===== config.mk =====
export PLATFORM = sky130hd
export DESIGN_NAME = sst_ctrl
export DESIGN_NICKNAME = d
export VERILOG_FILES = /design/src/include/sst_pkg.sv /design/src/rtl/sst_ctrl.sv
export SDC_FILE = /design/constraint.sdc
export NUM_CORES = 1
export LEC_CHECK = 0
export BUFFER_PORTS_ARGS = -buffer_cell sky130_fd_sc_hd__buf_4
export CORE_ASPECT_RATIO = 0.75
export CORE_MARGIN = 3
export CORE_UTILIZATION = 45
export CTS_CLUSTER_DIAMETER = 40
export DETAILED_ROUTE_END_ITERATION = 12
export GPL_ROUTABILITY_DRIVEN = 0
export GPL_TIMING_DRIVEN = 0
export SLEW_MARGIN = 20
export SYNTH_ARGS = -nofsm -noshare
export SYNTH_HDL_FRONTEND = slang
export SYNTH_HIERARCHICAL = 1
export SYNTH_SLANG_ARGS = --single-unit

===== constraint.sdc =====
create_clock -name pclk -period 3.56 [get_ports pclk]
set_input_delay 0.89 -clock pclk [delete_from_list [all_inputs] [get_ports pclk]]
set_output_delay 0.89 -clock pclk [all_outputs]
set_load 0.05 [all_outputs]

===== src/include/sst_pkg.sv =====
`default_nettype none
package sst_pkg;
  localparam logic [2:0] SST_GRP_CHA = 3'h0;
  localparam logic [2:0] SST_GRP_CHB = 3'h1;
  localparam logic [2:0] SST_GRP_SHR = 3'h2;
  localparam logic [4:0] SST_OFS_TXP = 5'h00;
  localparam logic [4:0] SST_OFS_SYNC = 5'h04;
  localparam logic [4:0] SST_OFS_RXSF = 5'h08;
  localparam logic [4:0] SST_OFS_BUF = 5'h0C;
  localparam logic [4:0] SST_OFS_MISC = 5'h10;
  localparam logic [4:0] SST_OFS_STAT = 5'h14;
  localparam logic [4:0] SST_OFS_MIC = 5'h00;
  localparam logic [4:0] SST_OFS_VEC = 5'h04;
  localparam logic [4:0] SST_OFS_VRB = 5'h08;
  localparam logic [4:0] SST_OFS_IUSC = 5'h0C;
  localparam logic [1:0] SST_CMD_RST_B = 2'h1;
  localparam logic [1:0] SST_CMD_RST_A = 2'h2;
  localparam logic [1:0] SST_CMD_HW = 2'h3;
  localparam logic [1:0] SST_LEN5 = 2'h0;
  localparam logic [1:0] SST_LEN7 = 2'h1;
  localparam logic [1:0] SST_LEN6 = 2'h2;
  localparam logic [1:0] SST_MODE_MONO = 2'h0;
  localparam logic [1:0] SST_MODE_BI = 2'h1;
  localparam logic [1:0] SST_MODE_SDLC = 2'h2;
  localparam logic [15:0] SST_POLY_CRC16 = 16'h8005;
  localparam logic [15:0] SST_POLY_CCITT = 16'h1021;
  localparam logic [15:0] SST_PRESET_SDLC = 16'hFFFF;
  localparam logic [15:0] SST_PRESET_SYNC = 16'h0000;
  localparam logic [4:0] SST_SYNC_BITS = 5'h08;
  localparam logic [4:0] SST_BISYNC_BITS = 5'h10;
  localparam logic [4:0] SST_CRC_BITS = 5'h10;
  localparam logic [7:0] SST_TXP_RST = 8'h00;
  localparam logic [7:0] SST_MISC_RST = 8'h00;

  typedef enum logic [1:0] {
    SST_SH_IDLE = 2'b00,
    SST_SH_DATA = 2'b01,
    SST_SH_CRC  = 2'b10,
    SST_SH_SYNC = 2'b11
  } sst_sh_t;

  typedef struct packed {
    logic       ready_ctl;
    logic [1:0] char_len;
    logic       brk;
    logic       tx_en;
    logic       poly_sel;
    logic       rts;
    logic       crc_en;
  } sst_txp_t;

  typedef struct packed {
    logic [1:0] cmd;
    logic       unused;
    logic       stat_high;
    logic       master_int_enable;
    logic       lower_chain_disable;
    logic       no_vector;
    logic       vector_has_status;
  } sst_mic_t;

  typedef struct packed {
    logic [1:0] sync_mode;
    logic       loop;
    logic       echo;
    logic       req_mode;
    logic       shift_left;
    logic [1:0] rsvd;
  } sst_misc_t;

  typedef struct packed {
    logic txp;
    logic sync;
    logic rxsf;
    logic buf_w;
    logic misc;
  } sst_wr_t;

  typedef struct packed {
    sst_txp_t   txp;
    logic [7:0] sync_c;
    logic [7:0] rxsf;
    sst_misc_t  misc;
    logic [7:0] buf_d;
    logic       buf_full;
    logic [2:0] txc_s;
    logic [2:0] rxs_s;
    logic [1:0] rxd_s;
    logic [15:0] sh;
    logic [4:0] cnt;
    sst_sh_t    kind;
    logic       sh_crc;
    logic [15:0] crc;
    logic       crc_sent;
    logic       loop_go;
    logic       txd;
    logic       ready_n;
    logic       rts_n;
    logic       txe;
  } sst_ch_t;

  typedef struct packed {
    sst_mic_t   mic;
    logic [7:0] vec;
    logic [7:0] ip;
    logic [7:0] under_service_bit;
    logic [2:0][7:0] src_s;
    logic [2:0] ack_s;
    logic [1:0] iei_s;
    logic       pready;
    logic [31:0] prdata;
    logic       pslverr;
    logic [7:0] dout;
    logic       dout_en_n;
    logic       chain_out;
    logic       int_n;
  } sst_top_t;
endpackage
`default_nettype wire


===== src/rtl/sst_ctrl.sv =====
`default_nettype none

module sst_chan
  import sst_pkg::*;
(
  input  wire logic       pclk,
  input  wire logic       presetn,
  input  wire logic       chan_rst,
  input  wire sst_wr_t    wr,
  input  wire logic [7:0] wdata,
  input  wire logic       txc,
  input  wire logic       rxd,
  input  wire logic       rx_sync,
  output logic            txd,
  output logic            ready_n,
  output logic            rts_n,
  output logic            txe,
  output logic [7:0]      status
);
  localparam sst_ch_t CH_RST = '{txd: 1'b1, ready_n: 1'b1, rts_n: 1'b1,
                                 crc_sent: 1'b1, kind: SST_SH_IDLE, default: '0};
  sst_ch_t q;
  sst_ch_t n;
  logic    bit_o;
  logic    go;
  logic    sync_loop;
  logic [4:0] len;
  logic [7:0] dat;

  function automatic logic [15:0] crc_step(input logic [15:0] c, input logic b,
                                           input logic [15:0] p);
    crc_step = {c[14:0], 1'b0} ^ ((c[15] ^ b) ? p : 16'h0000);
  endfunction

  always_comb begin
    n = q;
    bit_o = 1'b1;
    len = 5'h08;
    dat = q.buf_d;
    n.txe = 1'b0;
    n.txc_s = {q.txc_s[1:0], txc};
    n.rxs_s = {q.rxs_s[1:0], rx_sync};
    n.rxd_s = {q.rxd_s[0], rxd};
    if (wr.txp) n.txp = sst_txp_t'(wdata);
    if (wr.sync) n.sync_c = wdata;
    if (wr.rxsf) n.rxsf = wdata;
    if (wr.misc) begin
      n.misc = sst_misc_t'(wdata);
      n.loop_go = 1'b0;
    end
    if (wr.buf_w) begin
      n.buf_d = wdata;
      n.buf_full = 1'b1;
    end
    sync_loop = q.misc.loop;
    // Sync found in loop: transmitter may start, break is removed
    if (sync_loop && q.rxs_s[1] && !q.rxs_s[2]) begin
      n.loop_go = 1'b1;
      n.txp.brk = 1'b0;
    end
    go = q.txp.tx_en && (!sync_loop || q.loop_go);
    case (q.txp.char_len)
      SST_LEN5: begin
        if (!q.buf_d[7]) len = 5'h05;
        else if (!q.buf_d[6]) len = 5'h04;
        else if (!q.buf_d[5]) len = 5'h03;
        else if (!q.buf_d[4]) len = 5'h02;
        else len = 5'h01;
      end
      SST_LEN7: len = 5'h07;
      SST_LEN6: len = 5'h06;
      default: len = 5'h08;
    endcase
    dat = q.buf_d & 8'((9'h001 << len[3:0]) - 9'h001);
    if (q.txc_s[2] && !q.txc_s[1]) begin
      if (q.kind == SST_SH_CRC && !q.txp.tx_en) begin
        // Dropping CRC keeps the line framed with fill instead
        n.sh = {q.rxsf, q.sync_c};
        n.cnt = SST_SYNC_BITS;
        n.kind = SST_SH_SYNC;
        n.sh_crc = 1'b0;
        if (q.misc.sync_mode == SST_MODE_SDLC) n.sh = {8'h00, q.rxsf};
        else n.sh = {8'h00, q.sync_c};
      end else if (q.cnt == 5'h00) begin
        n.sh_crc = 1'b0;
        if (!go) begin
          n.kind = SST_SH_IDLE;
        end else if (q.buf_full) begin
          n.sh = {8'h00, dat};
          n.cnt = len;
          n.kind = SST_SH_DATA;
          n.sh_crc = q.txp.crc_en;
          n.buf_full = wr.buf_w;
          n.txe = 1'b1;
          n.crc_sent = 1'b0;
          if (q.crc_sent) n.crc = (q.misc.sync_mode == SST_MODE_SDLC) ? SST_PRESET_SDLC : SST_PRESET_SYNC;
        end else if (q.txp.crc_en && !q.crc_sent) begin
          n.sh = (q.misc.sync_mode == SST_MODE_SDLC) ? ~q.crc : q.crc;
          n.cnt = SST_CRC_BITS;
          n.kind = SST_SH_CRC;
          n.crc_sent = 1'b1;
        end else begin
          n.kind = SST_SH_SYNC;
          case (q.misc.sync_mode)
            SST_MODE_SDLC: begin
              n.sh = {8'h00, q.rxsf};
              n.cnt = SST_SYNC_BITS;
            end
            SST_MODE_BI: begin
              n.sh = {q.rxsf, q.sync_c};
              n.cnt = SST_BISYNC_BITS;
            end
            default: begin
              n.sh = {8'h00, q.sync_c};
              n.cnt = SST_SYNC_BITS;
            end
          endcase
        end
      end
      if (n.cnt != 5'h00) begin
        bit_o = n.sh[0];
        if (n.sh_crc) n.crc = crc_step(n.crc, bit_o, q.txp.poly_sel ? SST_POLY_CRC16 : SST_POLY_CCITT);
        n.sh = {1'b0, n.sh[15:1]};
        n.cnt = n.cnt - 5'h01;
      end else if (q.misc.echo) begin
        bit_o = q.rxd_s[1];
      end
      if (q.txp.brk) n.txd = 1'b0;
      else if (sync_loop && !q.loop_go) n.txd = 1'b1;
      else n.txd = bit_o;
    end
    n.ready_n = n.misc.req_mode || !n.txp.ready_ctl;
    n.rts_n = !n.txp.rts;
    if (chan_rst) begin
      n.txp = sst_txp_t'(SST_TXP_RST);
      n.misc = sst_misc_t'(SST_MISC_RST);
      n.misc.shift_left = q.misc.shift_left;
      n.buf_full = 1'b0;
      n.cnt = 5'h00;
      n.kind = SST_SH_IDLE;
      n.sh_crc = 1'b0;
      n.crc_sent = 1'b1;
      n.loop_go = 1'b0;
      n.txd = 1'b1;
      n.ready_n = 1'b1;
      n.rts_n = 1'b1;
      n.txe = 1'b0;
    end
  end

  always_ff @(posedge pclk or negedge presetn) begin
    if (!presetn) q <= CH_RST;
    else q <= n;
  end

  assign txd = q.txd;
  assign ready_n = q.ready_n;
  assign rts_n = q.rts_n;
  assign txe = q.txe;
  assign status = {q.buf_full, q.kind, q.loop_go, q.txd, q.txp.tx_en, q.txp.brk, q.crc_sent};
endmodule

module sst_ctrl
  import sst_pkg::*;
(
  input  wire logic        pclk,
  input  wire logic        presetn,
  input  wire logic        psel,
  input  wire logic        penable,
  input  wire logic        pwrite,
  input  wire logic [7:0]  paddr,
  input  wire logic [31:0] pwdata,
  output logic             pready,
  output logic [31:0]      prdata,
  output logic             pslverr,
  input  wire logic        txc_a,
  input  wire logic        txc_b,
  input  wire logic        rxd_a,
  input  wire logic        rxd_b,
  input  wire logic        rx_sync_a,
  input  wire logic        rx_sync_b,
  output logic             txd_a,
  output logic             txd_b,
  output logic             ready_a_n,
  output logic             ready_b_n,
  output logic             rts_a_n,
  output logic             rts_b_n,
  input  wire logic [7:0]  int_src,
  input  wire logic        int_ack_n,
  input  wire logic        chain_enable_in,
  output logic             chain_enable_out,
  output logic             int_req_n,
  output logic [7:0]       host_data_lines_o,
  output logic             host_data_lines_oe_n
);
  localparam sst_top_t TOP_RST = '{dout_en_n: 1'b1, int_n: 1'b1, default: '0};
  sst_top_t   q;
  sst_top_t   n;
  sst_wr_t    wr_a;
  sst_wr_t    wr_b;
  logic       rst_a;
  logic       rst_b;
  logic       hw;
  logic       wr_en;
  logic       rd_ok;
  logic [2:0] grp;
  logic [4:0] ofs;
  logic [2:0] code;
  logic [7:0] txe_set;
  logic [7:0] clr;
  logic       txe_a;
  logic       txe_b;
  logic [7:0] stat_a;
  logic [7:0] stat_b;
  sst_mic_t   w;

  function automatic logic [2:0] top_idx(input logic [7:0] v);
    top_idx = 3'h0;
    for (int i = 0; i < 8; i++) begin
      if (v[i]) top_idx = 3'(i);
    end
  endfunction

  function automatic logic [7:0] vec_mod(input logic [7:0] v, input logic [2:0] c,
                                         input logic hi);
    vec_mod = hi ? {v[7], c[0], c[1], c[2], v[3:0]} : {v[7:4], c, v[0]};
  endfunction

  always_comb begin
    n = q;
    grp = paddr[7:5];
    ofs = paddr[4:0];
    w = sst_mic_t'(pwdata[7:0]);
    wr_en = psel && penable && q.pready && pwrite && !q.pslverr;
    wr_a = '0;
    wr_b = '0;
    hw = 1'b0;
    rst_a = 1'b0;
    rst_b = 1'b0;
    code = top_idx(q.ip);
    n.src_s = {q.src_s[1:0], int_src};
    n.ack_s = {q.ack_s[1:0], int_ack_n};
    n.iei_s = {q.iei_s[0], chain_enable_in};
    n.pready = psel && !penable;
    n.prdata = 32'h0000_0000;
    rd_ok = (paddr[1:0] == 2'h0) && ((grp == SST_GRP_SHR) ? (ofs <= SST_OFS_IUSC) :
            ((grp == SST_GRP_CHA || grp == SST_GRP_CHB) && ofs <= SST_OFS_STAT));
    n.pslverr = psel && !penable && !rd_ok;
    if (psel && !penable && rd_ok) begin
      if (grp == SST_GRP_CHA && ofs == SST_OFS_STAT) n.prdata[7:0] = stat_a;
      if (grp == SST_GRP_CHB && ofs == SST_OFS_STAT) n.prdata[7:0] = stat_b;
      if (grp == SST_GRP_SHR && ofs == SST_OFS_VEC) n.prdata[7:0] = q.vec;
      if (grp == SST_GRP_SHR && ofs == SST_OFS_VRB) n.prdata[7:0] = vec_mod(q.vec, code, q.mic.stat_high);
    end
    if (wr_en && (grp == SST_GRP_CHA || grp == SST_GRP_CHB)) begin
      wr_a.txp = (ofs == SST_OFS_TXP) && (grp == SST_GRP_CHA);
      wr_a.sync = (ofs == SST_OFS_SYNC) && (grp == SST_GRP_CHA);
      wr_a.rxsf = (ofs == SST_OFS_RXSF) && (grp == SST_GRP_CHA);
      wr_a.buf_w = (ofs == SST_OFS_BUF) && (grp == SST_GRP_CHA);
      wr_a.misc = (ofs == SST_OFS_MISC) && (grp == SST_GRP_CHA);
      wr_b.txp = (ofs == SST_OFS_TXP) && (grp == SST_GRP_CHB);
      wr_b.sync = (ofs == SST_OFS_SYNC) && (grp == SST_GRP_CHB);
      wr_b.rxsf = (ofs == SST_OFS_RXSF) && (grp == SST_GRP_CHB);
      wr_b.buf_w = (ofs == SST_OFS_BUF) && (grp == SST_GRP_CHB);
      wr_b.misc = (ofs == SST_OFS_MISC) && (grp == SST_GRP_CHB);
    end
    if (wr_en && grp == SST_GRP_SHR && ofs == SST_OFS_MIC) begin
      hw = (w.cmd == SST_CMD_HW);
      rst_a = (w.cmd == SST_CMD_RST_A) || hw;
      rst_b = (w.cmd == SST_CMD_RST_B) || hw;
      n.mic = w;
      n.mic.cmd = 2'h0;
      n.mic.unused = 1'b0;
      if (hw) begin
        n.mic.no_vector = 1'b0;
        n.mic.vector_has_status = 1'b0;
        n.under_service_bit = 8'h00;
        n.dout_en_n = 1'b1;
      end
    end
    if (wr_en && grp == SST_GRP_SHR && ofs == SST_OFS_VEC) n.vec = pwdata[7:0];
    if (wr_en && grp == SST_GRP_SHR && ofs == SST_OFS_IUSC && q.under_service_bit != 8'h00) begin
      n.under_service_bit[top_idx(q.under_service_bit)] = 1'b0;
    end
    clr = {{4{rst_a}}, {4{rst_b}}};
    n.under_service_bit = n.under_service_bit & ~clr;
    txe_set = {3'b000, txe_a, 3'b000, txe_b};
    // A new event beats a reset-command clear in the same cycle
    n.ip = (q.ip & ~clr) | txe_set | (q.src_s[1] & ~q.src_s[2]);
    if (q.ack_s[2] && !q.ack_s[1] && q.iei_s[1] && q.ip != 8'h00 && q.under_service_bit == 8'h00
        && q.mic.master_int_enable) begin
      n.under_service_bit[code] = 1'b1;
      n.ip[code] = 1'b0;
      n.dout = q.mic.vector_has_status ? vec_mod(q.vec, code, q.mic.stat_high) : q.vec;
      n.dout_en_n = q.mic.no_vector;
    end
    if (q.ack_s[1]) n.dout_en_n = 1'b1;
    if (n.mic.lower_chain_disable) n.chain_out = 1'b0;
    else if (!n.mic.master_int_enable) n.chain_out = q.iei_s[1] && (n.under_service_bit == 8'h00);
    else n.chain_out = q.iei_s[1] && (n.under_service_bit == 8'h00) && (n.ip == 8'h00);
    n.int_n = !(n.mic.master_int_enable && n.ip != 8'h00 && n.under_service_bit == 8'h00);
  end

  always_ff @(posedge pclk or negedge presetn) begin
    if (!presetn) q <= TOP_RST;
    else q <= n;
  end

  sst_chan u_cha (
    .pclk    (pclk),
    .presetn (presetn),
    .chan_rst(rst_a),
    .wr      (wr_a),
    .wdata   (pwdata[7:0]),
    .txc     (txc_a),
    .rxd     (rxd_a),
    .rx_sync (rx_sync_a),
    .txd     (txd_a),
    .ready_n (ready_a_n),
    .rts_n   (rts_a_n),
    .txe     (txe_a),
    .status  (stat_a)
  );

  sst_chan u_chb (
    .pclk    (pclk),
    .presetn (presetn),
    .chan_rst(rst_b),
    .wr      (wr_b),
    .wdata   (pwdata[7:0]),
    .txc     (txc_b),
    .rxd     (rxd_b),
    .rx_sync (rx_sync_b),
    .txd     (txd_b),
    .ready_n (ready_b_n),
    .rts_n   (rts_b_n),
    .txe     (txe_b),
    .status  (stat_b)
  );

  assign pready = q.pready;
  assign prdata = q.prdata;
  assign pslverr = q.pslverr;
  assign chain_enable_out = q.chain_out;
  assign int_req_n = q.int_n;
  assign host_data_lines_o = q.dout;
  assign host_data_lines_oe_n = q.dout_en_n;
endmodule
`default_nettype wire


---- Yosys cells after proc, flatten, opt, wreduce, memory -nomap -nowiden ----
Cells that the tools add are included.
operators by class
  reductions and logical operators ........ 124
  eq/ne operators ......................... 22
  bitwise logic cells ..................... 22
  multiplexer cells ....................... 153
  $add $sub $neg .......................... 4
  shift operators ......................... 2
  order comparisons ....................... 6
operators by type and width
  operator                          count
  2-to-1 mux 16 bit                 15
  2-to-1 mux 8 bit                  20
  2-to-1 mux 17 bit                 6
  2-to-1 mux 24 bit                 4
  2-to-1 mux 23 bit                 4
  2-to-1 mux 21 bit                 4
  case mux 21 bit (2 select lines)  2
  2-to-1 mux 41 bit                 2
  2-to-1 mux 1 bit                  57
  bitwise AND 8 bit                 7
  logical AND 1 bit                 54
  2-to-1 mux 25 bit                 2
  2-to-1 mux 3 bit                  13
  2-to-1 mux 18 bit                 2
  inverter 16 bit                   2
  inverter 8 bit                    4
  bitwise XOR 16 bit                2
  2-to-1 mux 5 bit                  6
  case mux 5 bit (3 select lines)   2
  nonzero test 3 bit                10
  logical NOT 8 bit                 3
  nonzero test 8 bit                3
  logical NOT 1 bit                 21
  nonzero test 2 bit                10
  31 further kinds                  78
word-level totals
  logic and storage cells ................. 413
  register bits ........................... 265
  input port bits ......................... 61

---- Depth between registers and ports, before layout ----
  depth after elaboration ................. 23
  mapped depth ............................ 15

---- Modules after synthesis ----
The synthesis kept the hierarchy.
by module, submodules not included
  module            cells each  instances  area an instance (um^2)
  sst_chan (u_cha)  543         1          5,360.1
  sst_chan (u_chb)  532         1          5,231.3
  sst_ctrl          357         1          3,732.3

---- Least setup slack after synthesis ----
No wires, ideal clock.
  path type ............................... in2reg
  start point ............................. input port paddr[1]
  end point ............................... register q (netlist bit chain_enable_out)
  data arrival time ....................... 2.885 ns
  required time ........................... 3.465 ns
  stages .................................. 7
  slack ................................... 0.580 ns
  cells stage by stage .................... nor4_4 nand4_4 and2_0 a22o_1 or4_1 o41a_1 nor4b_2
RTL lines
  item                    line             text
  start: declaration      sst_ctrl.sv:171  input wire logic [7:0] paddr,
  end signal: assignment  sst_ctrl.sv:306  else q <= n;
  end: declaration        sst_ctrl.sv:197  sst_top_t q;

---- Final worst setup path ----
  start point ............................. register u_chb/q[27] in the netlist's numbering
  end point ............................... register u_chb/q[19] in the netlist's numbering
on the way
  word-level cells in the longest chain between the ends .. 9
RTL lines
  item                                                    line             text
  start: declaration                                      sst_ctrl.sv:22   sst_ch_t q;
  start signal: assignment                                sst_ctrl.sv:153  else q <= n;
  logical NOT 5 bit                                       sst_ctrl.sv:84   end else if (q.cnt == 5'h00) begin
  2-to-1 mux 41 bit *                                     sst_ctrl.sv:84
  2-to-1 mux 17 bit or 2-to-1 mux 24 bit (tied branches)  sst_ctrl.sv:76   if (q.kind == SST_SH_CRC && !q.txp.tx_en) begin
  2-to-1 mux 17 bit or 2-to-1 mux 24 bit (tied branches)  sst_ctrl.sv:75   if (q.txc_s[2] && !q.txc_s[1]) begin
  bitwise XOR 1 bit                                       sst_ctrl.sv:32   crc_step = {c[14:0], 1'b0} ^ ((c[15] ^ b) ? p : 16'h0000);
  2-to-1 mux 16 bit                                       sst_ctrl.sv:32
  bitwise XOR 16 bit                                      sst_ctrl.sv:32
  2-to-1 mux 16 bit                                       sst_ctrl.sv:122  if (n.sh_crc) n.crc = crc_step(n.crc, bit_o, q.txp.poly_sel ? SST_POLY_CRC16 : SST_POLY_CCITT);
  2-to-1 mux 16 bit *                                     sst_ctrl.sv:120  if (n.cnt != 5'h00) begin
Every way passes the cells marked *; elsewhere a longest branch is shown, timed or not. The select of a mux whose other input is x is not followed.
A chain may end at the register's enable or synchronous reset.

==> metrics.csv <==
stage,metric,value,unit
run_status,outcome,completed,
pwr,power_frac_seq,39.5,%
detailed_routing,drcViolationCount,0,
global_route,grt_max_degree,97,
placed_design,portBuffers,63,
layout,final_common_cell,dfrtp_1,
detailed_routing,drt-initial-drc-count,1267,
setup_path,critPathCaptureType,flip-flop,
sta,timing.setup.tns,0,ns
setup_path,crit_chain,"nor4b_4, nand3_4, clkbuf_4, a2111oi_4, o21ai_0, ha_1, nand2_1, or4_1, buf_2, nand2_4, a21oi_4, buf_6, a2bb2oi_1",
floorplan,fp.dieArea,34000,um^2
cts,clk_pin_slew_worst_paths,0.05,ns
layout,syn_to_final_growth,17.5,%
cts,insertion_delay,0.54,ns
sta,finalHoldViolCount,0,
cts,cts.sinks,263,
setup_path,worst_path_max_delay_cell,dfrtp_1,
cts,cts_tree,built,
pwr,p_per_area,556,nW/um^2
sta,tightest_slew,0.957,ns
pwr,p_int,6460,uW
synth,synth_cells,1432,
placed_design,place_area,15400,um^2
hold_path,hold_class,input pin to async pin,
setup_path,path_class,flip-flop to flip-flop,
synth,synth.avg_cell_area,10.0,um^2
setup_path,start_kind,flip-flop,
detailed_routing,via_per_inst,5.88,
pwr,clock_power_share,41.3,%
synth,synth-seq-cells,263,
floorplan,die_y,161,um
cts,clk_path_buf_depth,3,
layout,final_cells,1990,
sta,hold_slack,0.313,ns
setup_path,crit_arrival,3.76,ns
sta,fmax,0.302,GHz
placed_design,placed_cells,1919,
cts,ctsHtreeMaxLevel,2,
synth,synth-seq-area-share,46.0,%
layout,final_layout_size_suffix_gt1_share,22.0,%
detailed_routing,wl_per_cell,20.8,um
layout,final_cell_mix,"dfrtp_1 (252), nand2_1 (122), buf_4 (121), nor2_1 (107), a21oi_1 (80)",
layout,postLayoutCellArea,16800,um^2
global_route,grt_pass1_wl,64700,um
detailed_routing,num_vias,11700,
sta,setup_violations,0,
synth,synth.distinct_cells,99,
sta,finalCritPeriodShare,92.9,%
pwr,sw_frac_of_total,30.9,%
setup_path,path_delay_family,compound AO/OA/AOI/OAI gates,
floorplan,rows,55,
floorplan,core,30800,um^2
floorplan,start_util,46.6,%
global_route,grt_pass1_vias,10900,
pwr,power_leakage,0.00719,uW
layout,antennaDiodeCount,0,
cts,cts_root_buffer,clkbuf_16,
synth,yosysWarningCount,6,
global_route,antenna_found_initial,0,
sta,fin_skew,0.0160,ns
detailed_routing,wirelength,41500,um
cts,cts_made_buffers,39,
pwr,power,9360,uW
setup_path,critPathBufInv,3,
synth,synthFlopType,dfrtp_1,
detailed_routing,postRouteAntennaNets,0,
sta,relSlewSlack,36.0,%
job,max_cap_viol_count,0,
synth,async_flop_share,100,%
floorplan,ios,112,
setup_path,cpPeakStageDelay,0.45,ns
pwr,peakVddDrop,0.000322,V
floorplan,die_width,212,um
global_route,overflow,0,
layout,fill_cells,2805,
pwr,p_comb_share,19.2,%
layout,seqCellArea,6600,um^2
synth,synth_edf_count,0,
setup_path,crit_fanout,10,
setup_path,cp.required,4.02,ns
layout,nets,1634,
pwr,p_switching,2890,uW
global_route,grtUsageTotal,24.1,%
sta,min_period,3.31,ns
placed_design,dp_hpwl,30100,um
detailed_routing,drt_first_pass_iters,6,
synth,syn_area,14300,um^2
layout,multi_input_area,6920,um^2
sta,slew_violations,0,
==> layer usage <==
| metal | track usage [%] | vias to the layer above | wire length (um) |
|---|---|---|---|
| li1 | - | 5413 | - |
| met2 | 31.2 | 495 | 16000 |
| met5 | 0 | - | 0 |
| met4 | 5.29 | 0 | 661 |
| met1 | 39.9 | 5735 | 20800 |
| met3 | 5.62 | 54 | 3950 |
==> logic make-up (layout without fill, tap and decap cells) <==
| group | Yosys count | in the layout | share of synthesized area [%] |
|---|---|---|---|
| AND/OR/NAND/NOR | 442 | 442 | 16.2 |
| AO/OA/AOI/OAI | 378 | 378 | 19.0 |
| flip-flops | 263 | 263 | 46.0 |
| buffers and inverters | 180 | 316 | 6.66 |
| multiplexers | 111 | 111 | 8.36 |
| XOR/XNOR | 45 | 45 | 2.75 |
| adder cells (fa/ha/maj) | 12 | 12 | 1.05 |
| other | 1 | 24 | 0.0262 |
==> power by group through the flow <==
stage / Sequential [uW] / Clock, uW / Combinational [uW]
3_5_place_dp: 3730 / 0 / 1750
4_1_cts: 3680 / 3950 / 1750
2_1_floorplan: 3640 / 0 / 1270
6_report: 3700 / 3870 / 1790
3_3_place_gp: 3730 / 0 / 1710
5_1_grt: 3730 / 4090 / 1960
==> what timing repair did <==
| action | CTS | global route |
|---|---|---|
| gates resized for setup | 2 | 16 |
| setup buffers | 0 | 0 |
| hold buffers | 0 | 0 |
| setup endpoints to repair | 28 | 45 |
==> final timing paths <==
path / cells after the start / slack, ns / endpoint / from
setup / recovery: 13 / 0.25 / u_chb/q[19] / u_chb/q[27]
hold / removal: 1 / 0.31 / n[63] / presetn
setup reg to reg: 13 / 0.25 / u_chb/q[19] / u_chb/q[27]
hold reg to reg: 0 / 0.35 / u_cha/n[50] / u_cha/n[49]
max in group asynchronous: 3 / 1.92 / u_chb/rts_n / presetn
min in group pclk: 0 / 0.35 / u_cha/n[50] / u_cha/n[49]
==> cell type report <==
cell class	count	area share [%]
inverter	30	0.669
timing repair buffer	65	3.18
multi-input combinational	1012	41.1
sequential	263	39.2
clock inverter	27	1.74
clock buffer	44	6.09
tap	399	2.97
buffer	150	5.05
==> through the flow <==
step / setup slack [ns] / utilization (%)
finish: 0.253 / 54.7
global route: -0.0118 / 54.7
CTS: 0.0355 / 54.5
detailed placement: -0.212 / 50.2
global placement: -0.685 / 50.0
floorplan: 0.580 / -
==> state kept, by name, indices dropped and copies added (netlist names), 5 cells and up <==
name               cells
u_cha/q               75
u_chb/q               75
q                     39
n                     19
host_data_lines_o      8
prdata                 8
u_cha/status           7
u_chb/status           7
u_cha/n                5
u_chb/n                5
==> Yosys cell counts (8+ instances only) <==
master,n,share of area (%)
nand2_1,122,3.2
nand2b_1,19,0.83
dfstp_2,10,1.8
nor3_1,48,1.7
nor2b_1,21,0.92
nand4_1,8,0.35
xor2_1,25,1.5
inv_1,30,0.79
a22oi_1,26,1.4
nand3b_1,8,0.42
buf_1,9,0.24
a21oi_1,80,2.8
buf_4,59,3.1
o21ai_1,22,0.77
a211oi_1,17,0.89
buf_2,21,0.73
and2_1,11,0.48
mux2i_1,42,2.9
clkbuf_1,56,1.5
xnor2_1,20,1.2
dfrtp_1,253,44
nand3_1,30,1.0
a31oi_1,10,0.44
o21ai_0,63,2.2
nor2_1,108,2.8
mux2_2,69,5.4
a221oi_1,16,0.98
ha_1,12,1.0
a2bb2oi_1,21,1.3
a22o_1,18,1.1
(Power assumes the default switching activity.)
